$ cat src/common/iaar_pkg.sv
// constants and types for the acknowledge and memory attribute registers
package iaar_pkg;
  localparam int ADDR_W = 16;
  localparam logic [15:0] ACK_OFFSET = 16'h0024;
  localparam logic [15:0] ATTR_OFFSET = 16'h0028;
  // acknowledge register bit positions
  localparam int ACK_XLATE_BIT = 0;
  localparam int ACK_PRIQ_BIT = 1;
  // attribute register field positions (low bit of each two-bit field)
  localparam int TABLE_SHARE_LSB = 10;
  localparam int TABLE_OUTER_LSB = 8;
  localparam int TABLE_INNER_LSB = 6;
  localparam int QUEUE_SHARE_LSB = 4;
  localparam int QUEUE_OUTER_LSB = 2;
  localparam int QUEUE_INNER_LSB = 0;
  localparam int ATTR_USED_W = 12;
  localparam int TABLE_FIELD_LSB = 6;
  localparam int QUEUE_FIELD_LSB = 0;
  localparam int GROUP_W = 6;
  // reset values
  localparam logic ACK_RESET = 1'h0;
  localparam logic [5:0] GROUP_RESET = 6'h00;
  // shareability codes
  localparam logic [1:0] SH_NON = 2'h0;
  localparam logic [1:0] SH_RSVD = 2'h1;
  localparam logic [1:0] SH_OUTER = 2'h2;
  localparam logic [1:0] SH_INNER = 2'h3;
  // cacheability codes
  localparam logic [1:0] CA_NON = 2'h0;
  localparam logic [1:0] CA_WB = 2'h1;
  localparam logic [1:0] CA_WT = 2'h2;
  localparam logic [1:0] CA_RSVD = 2'h3;
  // cycles from an enable change to its acknowledge
  localparam int ACK_LATENCY_CYCLES = 4;
  typedef enum logic [2:0] {
    ACC_STREAM_TABLE,
    ACC_VM_STRUCTURE,
    ACC_COMMAND_QUEUE,
    ACC_EVENT_QUEUE,
    ACC_PAGE_REQUEST_QUEUE
  } iaar_access_e;
endpackage

$ cat src/design/iaar_top.sv
// acknowledge and structure memory attribute register block
// Summary of operation
// - page request ack reports queue writes
// - translation ack zero means streams bypass
// - translation ack one means streams checked
// - attribute fields at fixed bit positions
// - shareability decode, reserved acts non-shareable
// - cacheability decode, reserved acts non-cacheable
// - both caches non-cacheable forces outer shareable
// - preset groups reset to chosen value
// - fixed table attributes ignore stored writes
// - fixed queue attributes ignore stored writes
// - table fields writable only when translation off
// - table writes while enabled are ignored
// - queue fields writable only when queues off
// - queue writes while enabled are ignored
// - tables and queues use their own attributes
// - allocation hints only for cacheable types
// - unsupported type aborts, stream table faults
`timescale 1ns/1ps
`default_nettype none
module iaar_top #(
  parameter bit PAGE_REQUEST_IMPLEMENTED = 1'b1,
  parameter int ECMDQ_COUNT = 2,
  parameter bit TABLE_ATTR_FIXED_FLAG = 1'b0,
  parameter bit QUEUE_ATTR_FIXED_FLAG = 1'b0,
  parameter logic [5:0] TABLE_PRESET_VALUE = 6'h3D,
  parameter logic [5:0] QUEUE_PRESET_VALUE = 6'h3D,
  // bit n set when cache code n (non, write-back, write-through) is supported
  parameter logic [2:0] SUPPORTED_CACHE_MASK = 3'h7
) (
  // clock and reset
  input wire logic CLK_IN,
  input wire logic RSTN_IN,
  // register port
  input wire logic [iaar_pkg::ADDR_W-1:0] REG_ADDR_IN,
  input wire logic REG_WR_IN,
  input wire logic REG_RD_IN,
  input wire logic [31:0] REG_WDATA_IN,
  output logic [31:0] REG_RDATA_OUT,
  // control enables and acknowledges held elsewhere
  input wire logic TRANSLATION_ENABLE_IN,
  input wire logic PAGE_REQUEST_QUEUE_ENABLE_IN,
  input wire logic COMMAND_QUEUE_ENABLE_IN,
  input wire logic COMMAND_QUEUE_ENABLE_ACK_IN,
  input wire logic EVENT_QUEUE_ENABLE_IN,
  input wire logic EVENT_QUEUE_ENABLE_ACK_IN,
  input wire logic [ECMDQ_COUNT-1:0] ENHANCED_CMDQ_ENABLE_IN,
  input wire logic [ECMDQ_COUNT-1:0] ENHANCED_CMDQ_ENABLE_ACK_IN,
  // stream treatment
  output logic BYPASS_OUT,
  output logic CHECK_STREAMS_OUT,
  output logic PAGE_REQUEST_WRITES_OUT,
  // structure access attribute lookup
  input wire logic ACCESS_VALID_IN,
  input wire iaar_pkg::iaar_access_e ACCESS_KIND_IN,
  output logic ACCESS_DONE_OUT,
  output logic [1:0] ACCESS_SHARE_OUT,
  output logic [1:0] ACCESS_OUTER_OUT,
  output logic [1:0] ACCESS_INNER_OUT,
  output logic ACCESS_HINTS_USED_OUT,
  output logic ACCESS_ABORT_OUT,
  output logic STREAM_ENTRY_FETCH_FAULT_OUT
);
  localparam int CNT_W = $clog2(iaar_pkg::ACK_LATENCY_CYCLES + 1);
  localparam logic [CNT_W-1:0] CNT_LAST =
    CNT_W'(iaar_pkg::ACK_LATENCY_CYCLES - 1);

  // stored attribute groups
  logic [iaar_pkg::GROUP_W-1:0] table_attr;
  logic [iaar_pkg::GROUP_W-1:0] queue_attr;
  // acknowledge bits and their completion counters
  logic [1:0] ack;
  logic [CNT_W-1:0] ack_cnt [2];
  wire [1:0] ack_req;

  // decode
  wire hit_ack = REG_ADDR_IN == iaar_pkg::ACK_OFFSET;
  wire hit_attr = REG_ADDR_IN == iaar_pkg::ATTR_OFFSET;
  wire wr_attr = REG_WR_IN && hit_attr;
  wire xlate_ack = ack[iaar_pkg::ACK_XLATE_BIT];
  wire priq_ack = ack[iaar_pkg::ACK_PRIQ_BIT];

  // guard conditions
  wire table_open = !TRANSLATION_ENABLE_IN && !xlate_ack;
  // each queue counts as busy while either its enable or its ack is set,
  // so a queue still shutting down keeps the fields locked
  wire event_closed =
    !EVENT_QUEUE_ENABLE_IN && !EVENT_QUEUE_ENABLE_ACK_IN;
  wire cmd_closed =
    !COMMAND_QUEUE_ENABLE_IN && !COMMAND_QUEUE_ENABLE_ACK_IN;
  wire priq_closed =
    !PAGE_REQUEST_QUEUE_ENABLE_IN && !priq_ack;
  wire ecmdq_closed =
    !(|ENHANCED_CMDQ_ENABLE_IN) && !(|ENHANCED_CMDQ_ENABLE_ACK_IN);
  wire queue_open =
    event_closed && cmd_closed && priq_closed && ecmdq_closed;

  // writes while guarded are dropped, never deferred
  wire table_we = wr_attr && table_open;
  wire queue_we = wr_attr && queue_open;
  wire [iaar_pkg::GROUP_W-1:0] wr_table =
    REG_WDATA_IN[iaar_pkg::TABLE_FIELD_LSB +: iaar_pkg::GROUP_W];
  wire [iaar_pkg::GROUP_W-1:0] wr_queue =
    REG_WDATA_IN[iaar_pkg::QUEUE_FIELD_LSB +: iaar_pkg::GROUP_W];
  wire [iaar_pkg::GROUP_W-1:0] next_table_attr =
    table_we ? wr_table : table_attr;
  wire [iaar_pkg::GROUP_W-1:0] next_queue_attr =
    queue_we ? wr_queue : queue_attr;

  // a fixed group stores what is written but keeps its preset effect
  wire [iaar_pkg::GROUP_W-1:0] table_eff =
    TABLE_ATTR_FIXED_FLAG ? TABLE_PRESET_VALUE : table_attr;
  wire [iaar_pkg::GROUP_W-1:0] queue_eff =
    QUEUE_ATTR_FIXED_FLAG ? QUEUE_PRESET_VALUE : queue_attr;

  function automatic logic [1:0] cache_norm(input logic [1:0] code);
    cache_norm = (code == iaar_pkg::CA_RSVD) ? iaar_pkg::CA_NON : code;
  endfunction

  function automatic logic [1:0] share_norm(input logic [1:0] sh,
                                            input logic [1:0] oc,
                                            input logic [1:0] ic);
    logic [1:0] coc;
    logic [1:0] cic;
    coc = cache_norm(oc);
    cic = cache_norm(ic);
    if (coc == iaar_pkg::CA_NON && cic == iaar_pkg::CA_NON) begin
      share_norm = iaar_pkg::SH_OUTER;
    end else if (sh == iaar_pkg::SH_RSVD) begin
      share_norm = iaar_pkg::SH_NON;
    end else begin
      share_norm = sh;
    end
  endfunction

  function automatic logic supported(input logic [1:0] code);
    supported = SUPPORTED_CACHE_MASK[cache_norm(code)];
  endfunction

  // pick the group that governs this kind of access
  wire use_table = ACCESS_KIND_IN == iaar_pkg::ACC_STREAM_TABLE ||
    ACCESS_KIND_IN == iaar_pkg::ACC_VM_STRUCTURE;
  wire [iaar_pkg::GROUP_W-1:0] grp = use_table ? table_eff : queue_eff;
  // group layout is sh, oc, ic from high to low
  wire [1:0] grp_sh = grp[5:4];
  wire [1:0] grp_oc = grp[3:2];
  wire [1:0] grp_ic = grp[1:0];
  wire [1:0] next_share = share_norm(grp_sh, grp_oc, grp_ic);
  wire [1:0] next_outer = cache_norm(grp_oc);
  wire [1:0] next_inner = cache_norm(grp_ic);
  wire next_hints = next_outer != iaar_pkg::CA_NON ||
    next_inner != iaar_pkg::CA_NON;
  wire next_abort = ACCESS_VALID_IN &&
    !(supported(grp_oc) && supported(grp_ic));
  wire is_stream_table = ACCESS_KIND_IN == iaar_pkg::ACC_STREAM_TABLE;
  wire next_entry_fault = next_abort && is_stream_table;

  // read data; reserved bits read zero
  wire [31:0] ack_word = {30'h0, priq_ack, xlate_ack};
  wire [31:0] attr_word = {20'h0, table_attr, queue_attr};
  // unmapped offsets read zero rather than holding stale data
  wire [31:0] mapped_word =
    hit_ack ? ack_word : hit_attr ? attr_word : 32'h0;
  // idle cycles keep the last read so software may sample late
  wire [31:0] next_rdata = REG_RD_IN ? mapped_word : REG_RDATA_OUT;

  // acknowledge requests; PAGE_REQUEST_IMPLEMENTED clear keeps its bit at zero
  assign ack_req[iaar_pkg::ACK_XLATE_BIT] = TRANSLATION_ENABLE_IN;
  assign ack_req[iaar_pkg::ACK_PRIQ_BIT] =
    PAGE_REQUEST_IMPLEMENTED && PAGE_REQUEST_QUEUE_ENABLE_IN;

  // acks have no write path; each follows its enable after the change
  // completes, and a request that flips back restarts the wait
  genvar gi;
  generate
    for (gi = 0; gi < 2; gi++) begin : g_ack
      wire pending = ack_req[gi] != ack[gi];
      wire done = pending && ack_cnt[gi] == CNT_LAST;
      wire [CNT_W-1:0] next_cnt =
        (!pending || done) ? '0 : CNT_W'(ack_cnt[gi] + 1'b1);
      always_ff @(posedge CLK_IN or negedge RSTN_IN) begin
        if (!RSTN_IN) begin
          ack[gi] <= iaar_pkg::ACK_RESET;
          ack_cnt[gi] <= '0;
        end else begin
          ack_cnt[gi] <= next_cnt;
          if (done) begin
            ack[gi] <= ack_req[gi];
          end
        end
      end
    end
  endgenerate

  // non-preset groups reset to zero so software sees a defined value
  // reset values are constant parameters, so the async branch stays clean
  localparam logic [iaar_pkg::GROUP_W-1:0] TABLE_RESET =
    TABLE_ATTR_FIXED_FLAG ? TABLE_PRESET_VALUE : iaar_pkg::GROUP_RESET;
  localparam logic [iaar_pkg::GROUP_W-1:0] QUEUE_RESET =
    QUEUE_ATTR_FIXED_FLAG ? QUEUE_PRESET_VALUE : iaar_pkg::GROUP_RESET;

  always_ff @(posedge CLK_IN or negedge RSTN_IN) begin
    if (!RSTN_IN) begin
      table_attr <= TABLE_RESET;
    end else begin
      table_attr <= next_table_attr;
    end
  end

  always_ff @(posedge CLK_IN or negedge RSTN_IN) begin
    if (!RSTN_IN) begin
      queue_attr <= QUEUE_RESET;
    end else begin
      queue_attr <= next_queue_attr;
    end
  end

  always_ff @(posedge CLK_IN or negedge RSTN_IN) begin
    if (!RSTN_IN) begin
      REG_RDATA_OUT <= 32'h0;
    end else begin
      REG_RDATA_OUT <= next_rdata;
    end
  end

  // stream treatment follows the acknowledge, not the raw enable
  always_ff @(posedge CLK_IN or negedge RSTN_IN) begin
    if (!RSTN_IN) begin
      BYPASS_OUT <= 1'b1;
      CHECK_STREAMS_OUT <= 1'b0;
    end else begin
      BYPASS_OUT <= !xlate_ack;
      CHECK_STREAMS_OUT <= xlate_ack;
    end
  end

  // queue writes are reported only once the enable has fully completed
  always_ff @(posedge CLK_IN or negedge RSTN_IN) begin
    if (!RSTN_IN) begin
      PAGE_REQUEST_WRITES_OUT <= 1'b0;
    end else begin
      PAGE_REQUEST_WRITES_OUT <= priq_ack;
    end
  end

  always_ff @(posedge CLK_IN or negedge RSTN_IN) begin
    if (!RSTN_IN) begin
      ACCESS_DONE_OUT <= 1'b0;
      ACCESS_ABORT_OUT <= 1'b0;
      STREAM_ENTRY_FETCH_FAULT_OUT <= 1'b0;
    end else begin
      ACCESS_DONE_OUT <= ACCESS_VALID_IN;
      ACCESS_ABORT_OUT <= next_abort;
      STREAM_ENTRY_FETCH_FAULT_OUT <= next_entry_fault;
    end
  end

  // lookup data holds between requests; only the pulses drop each cycle
  always_ff @(posedge CLK_IN or negedge RSTN_IN) begin
    if (!RSTN_IN) begin
      ACCESS_SHARE_OUT <= iaar_pkg::SH_NON;
      ACCESS_OUTER_OUT <= iaar_pkg::CA_NON;
      ACCESS_INNER_OUT <= iaar_pkg::CA_NON;
      ACCESS_HINTS_USED_OUT <= 1'b0;
    end else begin
      if (ACCESS_VALID_IN) begin
        ACCESS_SHARE_OUT <= next_share;
        ACCESS_OUTER_OUT <= next_outer;
        ACCESS_INNER_OUT <= next_inner;
        ACCESS_HINTS_USED_OUT <= next_hints;
      end
    end
  end
endmodule
`default_nettype wire

$ cat config.mk
export PLATFORM = sky130hd
export DESIGN_NAME = iaar_top
export DESIGN_NICKNAME = d
export VERILOG_FILES = /design/src/common/iaar_pkg.sv /design/src/design/iaar_top.sv
export SDC_FILE = /design/constraint.sdc
export NUM_CORES = 1
export LEC_CHECK = 0
export ABC_AREA = 1
export BUFFER_PORTS_ARGS = -buffer_cell sky130_fd_sc_hd__buf_2
export CAP_MARGIN = 5
export CORE_ASPECT_RATIO = 0.8
export CORE_MARGIN = 1
export CORE_UTILIZATION = 40
export CTS_CLUSTER_DIAMETER = 30
export CTS_CLUSTER_SIZE = 16
export DETAILED_ROUTE_END_ITERATION = 10
export PLACE_DENSITY = 0.77
export SLEW_MARGIN = 20
export SYNTH_ARGS = -nofsm -noshare
export SYNTH_HDL_FRONTEND = slang
export SYNTH_SLANG_ARGS = --single-unit
$ cat constraint.sdc
create_clock -name CLK_IN -period 2.2 [get_ports CLK_IN]
set_clock_uncertainty 0.2 [all_clocks]
set_input_delay 0.22 -clock CLK_IN [delete_from_list [all_inputs] [get_ports CLK_IN]]
set_output_delay 0.22 -clock CLK_IN [all_outputs]
set_load 0.1 [all_outputs]
After elaboration in Yosys (flattened, before gate mapping)
Cells that the tools add are included.
{"block": "op_classes", "n_lt_le_gt_ge": 2, "mux": 13, "n_reduce_logical": 41, "n_eq_ne": 10, "add_sub_neg": 2}
{"op": "$eq 16x6->1 const B", "n": 2}
{"op": "$mux 12", "n": 2}
{"op": "$logic_and 1x1->1", "n": 17}
{"op": "$logic_not 1->1", "n": 13}
{"op": "$mux 2", "n": 4}
{"op": "$add 3x1->3 const B", "n": 2}
{"op": "$eq 3x2->1 const B", "n": 2}
{"op": "$lt 2x3->1 const B", "n": 2}
{"op": "$mux 3", "n": 2}
{"op": "$mux 6", "n": 1}
{"op": "$bmux 1 s2", "n": 2}
{"op": "$eq 2x2->1 const B", "n": 2}
{"op": "$logic_not 2->1", "n": 2}
{"op": "$logic_or 1x1->1", "n": 4}
{"op": "$reduce_bool 2->1", "n": 2}
{"op": "$reduce_or 2->1", "n": 2}
{"op": "$eq 3x1->1 const B", "n": 1}
{"op": "$logic_not 3->1", "n": 1}
{"op": "$eq 2x1->1 const B", "n": 1}
{"op": "$mux 1", "n": 2}
{"op": "$ne 1x1->1", "n": 2}
{"block": "word_totals", "reg_bits": 65, "output_inout_bits": 45}

Logic depth before layout (Yosys ltp)
Gate-level depths: netlist (run 1).
{"block": "logic_depth", "depth_word": 11, "ltp_mapped": 11, "depth_no_buf": 10}

Least setup slack after synthesis (run 1)
No wires, ideal clock.
{"block": "synth_timing", "path_kind": "in2reg", "from": "input ACCESS_KIND_IN[2]", "to": "register ACCESS_SHARE_OUT[0]", "slack_ns": 0.528, "n_path_buf": 1, "arrival_ns": 1.405, "setup_ns": 0.068, "cell_stages": 11, "cell_sequence": "nor2_1 -> buf_2 -> nand2_1 -> o21ai_0 -> inv_1 -> ha_1 -> a21oi_1 -> inv_1 -> nor2_1 -> o211ai_1 -> nand2_1"}
{"block": "synth_via", "elab_chain_len": 8, "word_cells_on_any_way": 14}
{"element": "start, declared", "line": "iaar_top.sv:56", "text": "input wire iaar_pkg::iaar_access_e ACCESS_KIND_IN,"}
{"element": "$eq 3x1->1 / $logic_not 3->1 (equally long branches)", "line": "iaar_top.sv:143, iaar_top.sv:142"}
{"element": "$logic_or 1x1->1 (*)", "line": "iaar_top.sv:142", "text": "wire use_table = ACCESS_KIND_IN == iaar_pkg::ACC_STREAM_TABLE ||"}
{"element": "$mux 6 (*)", "line": "iaar_top.sv:144", "text": "wire [iaar_pkg::GROUP_W-1:0] grp = use_table ? table_eff : queue_eff;"}
{"element": "$eq 2x2->1", "line": "iaar_top.sv:118", "text": "cache_norm = (code == iaar_pkg::CA_RSVD) ? iaar_pkg::CA_NON : code;"}
{"element": "$mux 2", "line": "iaar_top.sv:118"}
{"element": "$logic_not 2->1", "line": "iaar_top.sv:128", "text": "if (coc == iaar_pkg::CA_NON && cic == iaar_pkg::CA_NON) begin"}
{"element": "$logic_and 1x1->1", "line": "iaar_top.sv:128"}
{"element": "$mux 2 (*)", "line": "iaar_top.sv:128"}
{"element": "end signal, assigned", "line": "iaar_top.sv:262", "text": "ACCESS_SHARE_OUT <= iaar_pkg::SH_NON;"}
{"element": "end signal, assigned", "line": "iaar_top.sv:268", "text": "ACCESS_SHARE_OUT <= next_share;"}
{"element": "end, declared", "line": "iaar_top.sv:58", "text": "output logic [1:0] ACCESS_SHARE_OUT,"}
Mark *: on every way between the ends. The rest lies on a longest branch, timed or not.
A chain may end at the register's enable or synchronous reset.

Worst setup path after layout (run 1)
{"block": "layout_timing", "from": "register queue_attr[3] (netlist bit)", "to": "register ACCESS_SHARE_OUT[0]"}
{"block": "layout_via", "elab_chain_len": 6}
{"element": "start, declared", "line": "iaar_top.sv:71", "text": "logic [iaar_pkg::GROUP_W-1:0] queue_attr;"}
{"element": "start signal, assigned", "line": "iaar_top.sv:215", "text": "queue_attr <= next_queue_attr;"}
{"element": "$mux 6 (*)", "line": "iaar_top.sv:144"}
{"element": "$eq 2x2->1", "line": "iaar_top.sv:118"}
{"element": "$mux 2 (*)", "line": "iaar_top.sv:118"}
{"element": "$logic_not 2->1 (*)", "line": "iaar_top.sv:128"}
{"element": "$logic_and 1x1->1 (*)", "line": "iaar_top.sv:128"}
{"element": "$mux 2 (*)", "line": "iaar_top.sv:128"}
Marked as above.

==> flow_metrics.tcl, run 1 <==
set metrics [dict create \
    timing.fmax_mhz 561 \
    row_count 24 \
    intPower_uw 1290 \
    setup_viol 0 \
    comb_power_share_pct 32.1 \
    num-fill-cells 566 \
    endpoint_kind "flip-flop" \
    ir_drop_uv 764 \
    diodes 0 \
    cts_htree_levels 2 \
    cts_root_buf "clkbuf_8" \
    drt_pre_antenna_iters 4 \
    cp-endpoint "ACCESS_SHARE_OUT[0]" \
    dieHeight_um 70.4 \
    start_kind "flip-flop" \
    fin_crit_ns 1.78 \
    grt_pass1_vias 1946 \
    grt_max_degree 46 \
    ios 111 \
    pwr-share-seq_pct 44.2 \
    path_class "reg2reg" \
    hold_viol_final 0 \
    rsz0062_at_grt "false" \
    cap_viol_max_count 0 \
    clockPowerShare_pct 23.7 \
    cp.required_ns 2.25 \
    vias 1965 \
    crit_fanout 3 \
    area_delta_synth_final_pct 25.4 \
    drv_slew 0 \
    slew_headroom_pct 62.7 \
    hold_ws_ns 0.0149 \
    die-width_um 87.4 \
    ys_seq_area_share_pct 48.3 \
    grt_use_total_pct 17.1 \
    ys_async_sr_fraction_pct 100 \
    clk_pin_slew_worst_paths_ns 0.09 \
    netlist_top_cells_area "dfrtp_1 47%, nand2_1 13%, buf_4 6.4%" \
    initial_core_util_pct 42.3 \
    synth_most_common_cell "nand2_1" \
    finalWirelength_um 4870 \
    die_area_sq_mm 0.00615 \
    ant_nets 0 \
    synth_edf_count 0 \
    synth_cell_types 24 \
    status "finished, final reports clean" \
    port_buffers 70 \
    switchingPower_uw 888 \
    ff2ff_path_depth 9 \
    cts_buffer_depth 2 \
    dpl.hpwl_um 3690 \
    cts_tree "done" \
    drive_gt1_share_pct 25.7 \
    synthTopCellsByCount "83 x nand2_1, 44 x dfrtp_1, 32 x inv_1, 29 x nor2_1, 20 x buf_4" \
    grt_overflow_total 0 \
    drt_iter0_markers 83 \
    hp-class "in2reg" \
    reg2reg_from "queue_attr[3]" \
    worstMarginPinSlew_ns 0.559 \
    remaining_drc_errors 0 \
    cts_buffers 5 \
    synth.top_cell.area_share_pct 47.1 \
    ys_ff_latch 45 \
    final_net_count 448 \
    leakagePower_uw 0.00166 \
    finalWeightedCongestion 0.796 \
    synthesis.area_sq_mm 0.00234 \
    coreArea_sq_mm 0.00553 \
    yosysWarnings 0 \
    rrSetupSlack_ns 0.42 \
    cp.arrival_ns 1.83 \
    postSynthAreaPerCell_sq_um 8.23 \
    power.density_mw_per_mm2 745 \
    wl_per_cell_um 10.8 \
    cts_num_sinks 45 \
    fin_tns_setup_ns 0 \
    clk_latency_ns 0.30 \
    via_per_inst 4.36 \
    antenna_found_initial 0 \
    p_sw_share_pct 40.7 \
    fin_crit_sh_pct 81.0 \
    synthFlopType "dfrtp_1" \
    regToRegEndpoint "ACCESS_SHARE_OUT[0]" \
    worstSetupStartpoint "queue_attr[3]" \
    grt_pass1_wl_um 8220 \
    syn_inst 284 \
    yosysTopAreaCell "dfrtp_1" \
]
[metal layers]
metal,vias up,routed length [um],track usage (%)
li1,1027,-,-
met1,885,2170,20.5
met2,46,2420,29.8
met3,7,233,4.85
met4,0,51,4.92
met5,-,0,0
[worst min path at each step]
| stage | startpoint | to | slack [ns] | depth (start not counted) |
|---|---|---|---|---|
| 2_1_floorplan | RSTN_IN | ACCESS_ABORT_OUT | -0.28 | 0 |
| 3_3_place_gp | RSTN_IN | ACCESS_OUTER_OUT[1] | 0.13 | 2 |
| 3_5_place_dp | RSTN_IN | ACCESS_OUTER_OUT[1] | 0.14 | 2 |
| 4_1_cts | PAGE_REQUEST_QUEUE_ENABLE_IN | priq_ack | 0.008 | 3 |
| 5_1_grt | PAGE_REQUEST_QUEUE_ENABLE_IN | priq_ack | 0.02 | 3 |
| 6_report | PAGE_REQUEST_QUEUE_ENABLE_IN | priq_ack | 0.01 | 3 |
[state kept, by name (all words and copies together), names as in the netlist]
| signal | flops |
|---|---|
| table_attr | 6 |
| PAGE_REQUEST_WRITES_OUT | 1 |
| priq_ack | 1 |
| BYPASS_OUT | 1 |
| STREAM_ENTRY_FETCH_FAULT_OUT | 1 |
| queue_attr | 6 |
| ACCESS_OUTER_OUT | 2 |
| ACCESS_ABORT_OUT | 1 |
| xlate_ack | 1 |
| ACCESS_HINTS_USED_OUT | 1 |
| ACCESS_INNER_OUT | 2 |
| CHECK_STREAMS_OUT | 1 |
| ACCESS_SHARE_OUT | 2 |
| ack_cnt | 6 |
| ACCESS_DONE_OUT | 1 |
| REG_RDATA_OUT | 12 |
[cell usage in the layout (no fill, tap or decap), types with 10 or more instances in the layout]
cell type,n
conb_1,20
inv_1,32
buf_2,70
nor2_1,29
nand3_1,17
dfrtp_1,44
nand4_1,12
ha_1,10
nand2_1,83
dlygate4sd3_1,16
[worst max-delay path, stage by stage, from the launching register on]
cell	delay, ns
dfrtp_1	0.40
inv_1	0.05
o21ai_0	0.23
inv_1	0.07
ha_1	0.27
a21oi_1	0.19
inv_1	0.08
nor2_1	0.08
o211ai_1	0.10
nand2_1	0.07
[logic make-up after synthesis]
| family | Yosys count | synth area share (%) |
|---|---|---|
| compound gates | 13 | 3.11 |
| fa+ha+maj | 10 | 5.36 |
| buf+inv | 62 | 13.9 |
| flops | 45 | 48.3 |
| other cells | 1 | 0.161 |
| simple gates | 153 | 29.2 |
[repair_timing]
action                                 in CTS  in global routing
endpoints found under the hold margin      60                  0
setup buffers                               0                  0
gates resized for setup                     0                  0
hold buffers                               16                  0
[power groups by stage]
stage	sequential, uW	clock [uW]	combinational [uW]
floorplan	1190	0	355
finish	964	518	701
detailed placement	978	0	682
global route	973	570	760
global placement	979	0	662
CTS	965	536	706
[through the flow]
stage	total power [uW]	worst slack, ns	cells	instance area (sq um)	utilization (%)
after floorplan	1540	0.528	303	2410	-
after global placement	1640	0.377	427	2680	48.5
after detailed placement	1660	0.321	427	2680	48.5
after CTS	2210	0.396	451	2930	53.0
after global routing	2300	0.279	451	2930	53.0
final	2180	0.417	451	2930	53.0
[cell type report]
class	count	area, sq um	share of cell area [%]
clock buffers	5	68.8	2.35
clock inverters	3	21.3	0.726
inverters	36	135	4.61
multi-input cells	196	955	32.6
flip-flops and latches	45	1130	38.5
well taps	78	97.6	3.33
repair buffers	88	526	17.9
(Power assumes the default switching activity.)
==> run 2: changes to the inputs <==
--- a/config.mk
+++ b/config.mk
@@ -5,7 +5,7 @@
 export SDC_FILE = /design/constraint.sdc
 export NUM_CORES = 1
 export LEC_CHECK = 0
-export ABC_AREA = 1
+export ABC_AREA = 0
 export BUFFER_PORTS_ARGS = -buffer_cell sky130_fd_sc_hd__buf_2
 export CAP_MARGIN = 5
 export CORE_ASPECT_RATIO = 0.8
@@ -14,7 +14,7 @@
 export CTS_CLUSTER_DIAMETER = 30
 export CTS_CLUSTER_SIZE = 16
 export DETAILED_ROUTE_END_ITERATION = 10
-export PLACE_DENSITY = 0.77
+export PLACE_DENSITY = 0.78
 export SLEW_MARGIN = 20
 export SYNTH_ARGS = -nofsm -noshare
 export SYNTH_HDL_FRONTEND = slang
==> constraint.sdc (replaced) <==
create_clock -name CLK_IN -period 1.9 [get_ports CLK_IN]
set_clock_uncertainty 0.2 [all_clocks]
set_input_delay 0.19 -clock CLK_IN [delete_from_list [all_inputs] [get_ports CLK_IN]]
set_output_delay 0.19 -clock CLK_IN [all_outputs]
set_load 0.1 [all_outputs]
==> run 2 against run 1 <==
Effect of this change:
- non-clock buffer count up 6
- synthesized area down 10%
- global-route usage down 0.72 points
- die area down 10%
- wire length down 13%
- sequential power up 14%
- design area down 5.1%
- largest power group unchanged
- clock power up 23%
- sequential cell count unchanged
- sequential share of layout area up 2.1 points
- count of clock-buffer cells in the layout up 2
- critical path depth down 2
==> flow_metrics.tcl, run 2 <==
set metrics [dict create \
    drt_iter0_markers 64 \
    crit_fanout 6 \
    final_common_cell "buf_2" \
    pwr-share-seq_pct 44.9 \
    cp_cell_sequence "dlygate4sd3_1 -> inv_2 -> ha_1 -> nand4b_1 -> nor3_4 -> buf_12 -> mux2_2" \
    setup_viol 0 \
    remaining_drc_errors 0 \
    diodes 0 \
    yosysTopAreaCell "dfrtp_1" \
    rsz0062_at_grt "false" \
    yosysWarnings 0 \
    regMostFlops "REG_RDATA_OUT" \
    ir_drop_uv 596 \
    start_kind "primary input" \
    drv_slew 0 \
    cp.arrival_ns 1.79 \
    rrSetupSlack_ns 0.12 \
    ios 111 \
    fin_tns_setup_ns 0 \
    critPathSlowestCell "dlygate4sd3_1" \
    antenna_found_initial 0 \
    synth.top_cell.area_share_pct 52.6 \
    die-width_um 82.9 \
    final_net_count 344 \
    fin_crit_ns 1.81 \
    cts_buffers 5 \
    hp-class "in2reg" \
    synth_edf_count 0 \
    synthTopCellsByCount "44 x dfrtp_1, 21 x buf_4, 21 x mux2_2, 15 x inv_1" \
    via_per_inst 4.53 \
    cts_root_buf "clkbuf_8" \
    finalWirelength_um 4220 \
    cts_num_sinks 45 \
    grt_use_total_pct 16.4 \
    leakagePower_uw 0.00150 \
    ant_nets 0 \
    timing.critical_path.buf_inv 3 \
    grt_max_degree 28 \
    hold_viol_final 0 \
    dpl.hpwl_um 3100 \
    clk_latency_ns 0.29 \
    fin_crit_sh_pct 95.4 \
    cp.required_ns 1.88 \
    p_sw_share_pct 37.0 \
    grt_pass1_wl_um 7040 \
    grt_overflow_total 0 \
    timing.fmax_mhz 552 \
    hold_ws_ns 0.0798 \
    port_buffers 70 \
    syn_inst 171 \
    slowest_delay_ns 0.55 \
    power.density_mw_per_mm2 884 \
    die_area_sq_mm 0.00553 \
    slew_headroom_pct 60.5 \
    area_delta_synth_final_pct 32.8 \
    row_count 23 \
    endpoint_kind "flip-flop" \
    cts_htree_levels 2 \
    final_cell_mix "69 x buf_2, 44 x dfrtp_1, 20 x conb_1, 18 x mux2_2, 18 x dlygate4sd3_1" \
    ys_ff_latch 45 \
    synthesis.area_sq_mm 0.00209 \
    switchingPower_uw 909 \
    vias 1501 \
    synth_cell_types 29 \
    clk_pin_slew_worst_paths_ns 0.08 \
    path_class "in2reg" \
    synth_most_common_cell "dfrtp_1" \
    netlist_top_cells_area "dfrtp_1 53%, mux2_2 11%, buf_4 7.5%" \
    grt_pass1_vias 1494 \
    crit_family "buffers and inverters" \
    clockPowerShare_pct 26.0 \
    ys_async_sr_fraction_pct 100 \
    synthFlopType "dfrtp_1" \
    finalWeightedCongestion 0.742 \
    largest_reg_flops 12 \
    cap_viol_max_count 0 \
    dieHeight_um 66.7 \
    intPower_uw 1550 \
    cts_buffer_depth 2 \
    initial_core_util_pct 41.6 \
    drive_gt1_share_pct 41.3 \
    status "finished, final reports clean" \
    worstMarginPinSlew_ns 0.593 \
    post-cts-setup-buffers 0 \
    comb_power_share_pct 29.1 \
    coreArea_sq_mm 0.00504 \
    ys_seq_area_share_pct 53.9 \
    postSynthAreaPerCell_sq_um 12.2 \
    wl_per_cell_um 12.8 \
    cts_tree "done" \
    drt_pre_antenna_iters 3 \
]
run 2: worst reg2reg max path, stage by stage, from the launching register on:
cell	delay [ns]
dfrtp_1	0.41
inv_1	0.07
ha_1	0.13
nand4b_1	0.16
nor3_4	0.23
buf_12	0.15
mux2_2	0.32
run 2: logic make-up after synthesis:
group / synth area share (%)
flops: 53.9
buf+inv: 10.6
simple gates: 10.3
compound gates: 7.83
mux: 11.3
fa+ha+maj: 5.98
other cells: 0.179
run 2: cell type report:
type                    instances  area, sq um
inverters                      15         56.3
repair buffers                 94          591
fillers                       444         2260
flip-flops and latches         45         1130
well taps                      62         77.6
multi-input cells             107          827
clock inverters                 1         5.00
clock buffers                   7         96.3
run 2: metrics by stage:
stage	instances	power (uW)	cell area [sq um]	worst slack, ns	util [%]
after floorplan	190	1700	2160	0.0592	-
after global placement	306	1790	2490	0.0336	49.5
after detailed placement	306	1810	2490	0.00770	49.5
after CTS	332	2490	2770	0.0203	55.1
after global routing	331	2590	2780	0.0284	55.2
final	331	2460	2780	0.0868	55.2
run 2: what timing repair did:
action | CTS | global route
gates resized for setup | 0 | 4
hold buffers | 18 | 0
endpoints found under the setup margin | 0 | 6
hold endpoints to repair | 42 | 0
run 2: metal layers:
layer | GRT usage, % | share of wire (%) | vias up
met5 | 0 | 0 | -
met4 | 4.53 | 0.66 | 0
met3 | 3.84 | 3.6 | 4
met2 | 27.6 | 49 | 33
met1 | 21.4 | 47 | 723
li1 | - | - | 741
run 2: power by group through the flow:
stage | registers [uW] | logic (uW) | clock network (uW)
final | 1100 | 716 | 639
after global routing | 1110 | 773 | 700
after CTS | 1100 | 720 | 664
after detailed placement | 1120 | 688 | 0
after global placement | 1120 | 675 | 0
after floorplan | 1330 | 371 | 0
run 2: worst paths after layout:
kind | start | to | depth (start not counted)
setup reg to reg | priq_ack | queue_attr[2] | 6
setup / recovery | PAGE_REQUEST_QUEUE_ENABLE_IN | queue_attr[2] | 7
hold / removal | REG_ADDR_IN[3] | REG_RDATA_OUT[0] | 4
max in group asynchronous | RSTN_IN | STREAM_ENTRY_FETCH_FAULT_OUT | 3
min in group asynchronous | RSTN_IN | xlate_ack | 2
hold reg to reg | priq_ack | PAGE_REQUEST_WRITES_OUT | 0
==> run 3: changes to the inputs <==
--- a/config.mk
+++ b/config.mk
@@ -6,6 +6,7 @@
 export NUM_CORES = 1
 export LEC_CHECK = 0
 export ABC_AREA = 0
+export ABC_CLOCK_PERIOD_IN_PS = 1900
 export BUFFER_PORTS_ARGS = -buffer_cell sky130_fd_sc_hd__buf_2
 export CAP_MARGIN = 5
 export CORE_ASPECT_RATIO = 0.8
@@ -14,7 +15,8 @@
 export CTS_CLUSTER_DIAMETER = 30
 export CTS_CLUSTER_SIZE = 16
 export DETAILED_ROUTE_END_ITERATION = 10
-export PLACE_DENSITY = 0.78
+export PLACE_DENSITY = 0.72
+export SKIP_LAST_GASP = 1
 export SLEW_MARGIN = 20
 export SYNTH_ARGS = -nofsm -noshare
 export SYNTH_HDL_FRONTEND = slang
==> run 3 against run 2 <==
Effect of this change:
- count of clock-buffer cells in the layout rose by 1
- critical path type is now reg2reg
- combinational power barely moved
- clock power fell by 6.1%
- global-route usage fell by 0.63 points
==> flow_metrics.tcl, run 3 (same netlist as run 2, synthesis figures left out) <==
set metrics [dict create \
    crit_family "flip-flops" \
    pwr-share-seq_pct 45.6 \
    critPathSlowestCell "dfrtp_1" \
    cp.arrival_ns 1.78 \
    path_class "reg2reg" \
    cap_viol_max_count 0 \
    placed_cell_area_sq_mm 0.00250 \
    cts_num_sinks 45 \
    cp_cell_sequence "inv_1 -> ha_2 -> nand4b_1 -> nor3_4 -> buf_12 -> mux2_2" \
    wl_per_cell_um 12.7 \
    hp-class "in2reg" \
    cp.required_ns 1.87 \
    area_delta_synth_final_pct 32.9 \
    die-width_um 82.9 \
    grt_max_degree 25 \
    largest_reg_flops 12 \
    num-fill-cells 461 \
    power.density_mw_per_mm2 869 \
    fin_crit_ns 1.81 \
    utilization_pct 55.3 \
    finalWirelength_um 4190 \
    p_sw_share_pct 37.2 \
    crit_fanout 6 \
    timing.fmax_mhz 553 \
    hold_viol_final 0 \
    cts_buffer_depth 2 \
    antenna_found_initial 0 \
    cts_htree_levels 2 \
    clk_latency_ns 0.28 \
    cts_buffers 5 \
    ir_drop_uv 596 \
    row_count 23 \
    comb_power_share_pct 29.6 \
    finalWeightedCongestion 0.727 \
    dpl.hpwl_um 3110 \
    start_kind "flip-flop" \
    die_area_sq_mm 0.00553 \
    slowest_delay_ns 0.41 \
    status "finished, final reports clean" \
    final_common_cell "buf_2" \
    clockPowerShare_pct 24.8 \
    ios 111 \
    drv_slew 0 \
    cts_root_buf "clkbuf_8" \
    leakagePower_uw 0.00150 \
    initial_core_util_pct 41.6 \
    remaining_drc_errors 0 \
    coreArea_sq_mm 0.00504 \
    switchingPower_uw 900 \
    timing.critical_path.buf_inv 2 \
    cts_tree "done" \
    intPower_uw 1520 \
    hold_ws_ns 0.0782 \
    worstMarginPinSlew_ns 0.528 \
    grt_pass1_vias 1440 \
    via_per_inst 4.56 \
    drt_pre_antenna_iters 6 \
    port_buffers 70 \
    rsz0062_at_grt "false" \
    dieHeight_um 66.7 \
    vias 1504 \
    fin_crit_sh_pct 95.2 \
    grt_pass1_wl_um 6670 \
    grt_use_total_pct 15.8 \
    diodes 0 \
    endpoint_kind "flip-flop" \
    fin_tns_setup_ns 0 \
    clk_pin_slew_worst_paths_ns 0.08 \
    drive_gt1_share_pct 40.7 \
    grt_overflow_total 0 \
    fin_area_sq_mm 0.00278 \
    rrSetupSlack_ns 0.09 \
    slew_headroom_pct 64.8 \
    ant_nets 0 \
    regMostFlops "REG_RDATA_OUT" \
    setup_viol 0 \
    drt_iter0_markers 39 \
    final_cell_mix "69 x buf_2, 44 x dfrtp_1, 20 x conb_1, 17 x mux2_2, 17 x dlygate4sd3_1" \
    final_net_count 343 \
]
run 3: changes by cell type in the layout (fill, tap and decap cells not counted), sizes merged:
cell,delta
clkbuf,+1
clkinv,-1
buf,-1
dlymetal6s4s,+1
dlygate4sd3,-1
run 3: worst paths after layout:
kind,cells past startpoint,start,end
min in group asynchronous,2,RSTN_IN,REG_RDATA_OUT[5]
max in group asynchronous,3,RSTN_IN,BYPASS_OUT
min,4,REG_ADDR_IN[3],REG_RDATA_OUT[0]
max reg2reg,6,priq_ack,queue_attr[2]
max,6,priq_ack,queue_attr[2]
min reg2reg,0,priq_ack,PAGE_REQUEST_WRITES_OUT
run 3: layout make-up:
cell class	instances	area [sq um]	share of cell area (%)
Inverter	15	56.3	2.02
Clock buffer	8	90.1	3.24
Multi-Input combinational cell	107	833	29.9
Timing Repair Buffer	93	598	21.5
Tap cell	62	77.6	2.79
Sequential cell	45	1130	40.5
run 3: timing repair:
| item | 4_1_cts | 5_1_grt |
|---|---|---|
| setup buffers | 0 | 0 |
| hold buffers | 18 | 0 |
| endpoints found under the setup margin | 0 | 6 |
| gates resized for setup | 0 | 7 |
| endpoints found under the hold margin | 38 | 0 |
run 3: stage by stage:
step	total power (uW)	worst slack (ns)	cells
finish	2420	0.0903	330
CTS	2440	0.0162	331
floorplan	1700	0.0592	190
detailed placement	1810	0.0194	305
global placement	1800	0.0277	305
global route	2540	0.00923	330
run 3: worst min-delay path, cell delays in order:
cell,delay (ns)
buf_2,0.08
nor2b_1,0.05
a22oi_1,0.13
o2bb2ai_1,0.07
run 3: layer usage:
layer	share of wire [%]	up-vias	wire (um)	global-route usage, %
met3	4.1	2	173	3.59
met1	48	722	2010	20.0
met2	47	41	1980	27.0
li1	-	739	-	-
met5	0	-	0	0
met4	0.43	0	18	4.96
run 3: power by group through the flow:
stage	Clock (uW)	Sequential, uW	Combinational, uW
final	600	1100	716
after global routing	654	1110	776
after CTS	619	1110	717
after detailed placement	0	1120	688
after global placement	0	1120	680
after floorplan	0	1330	371
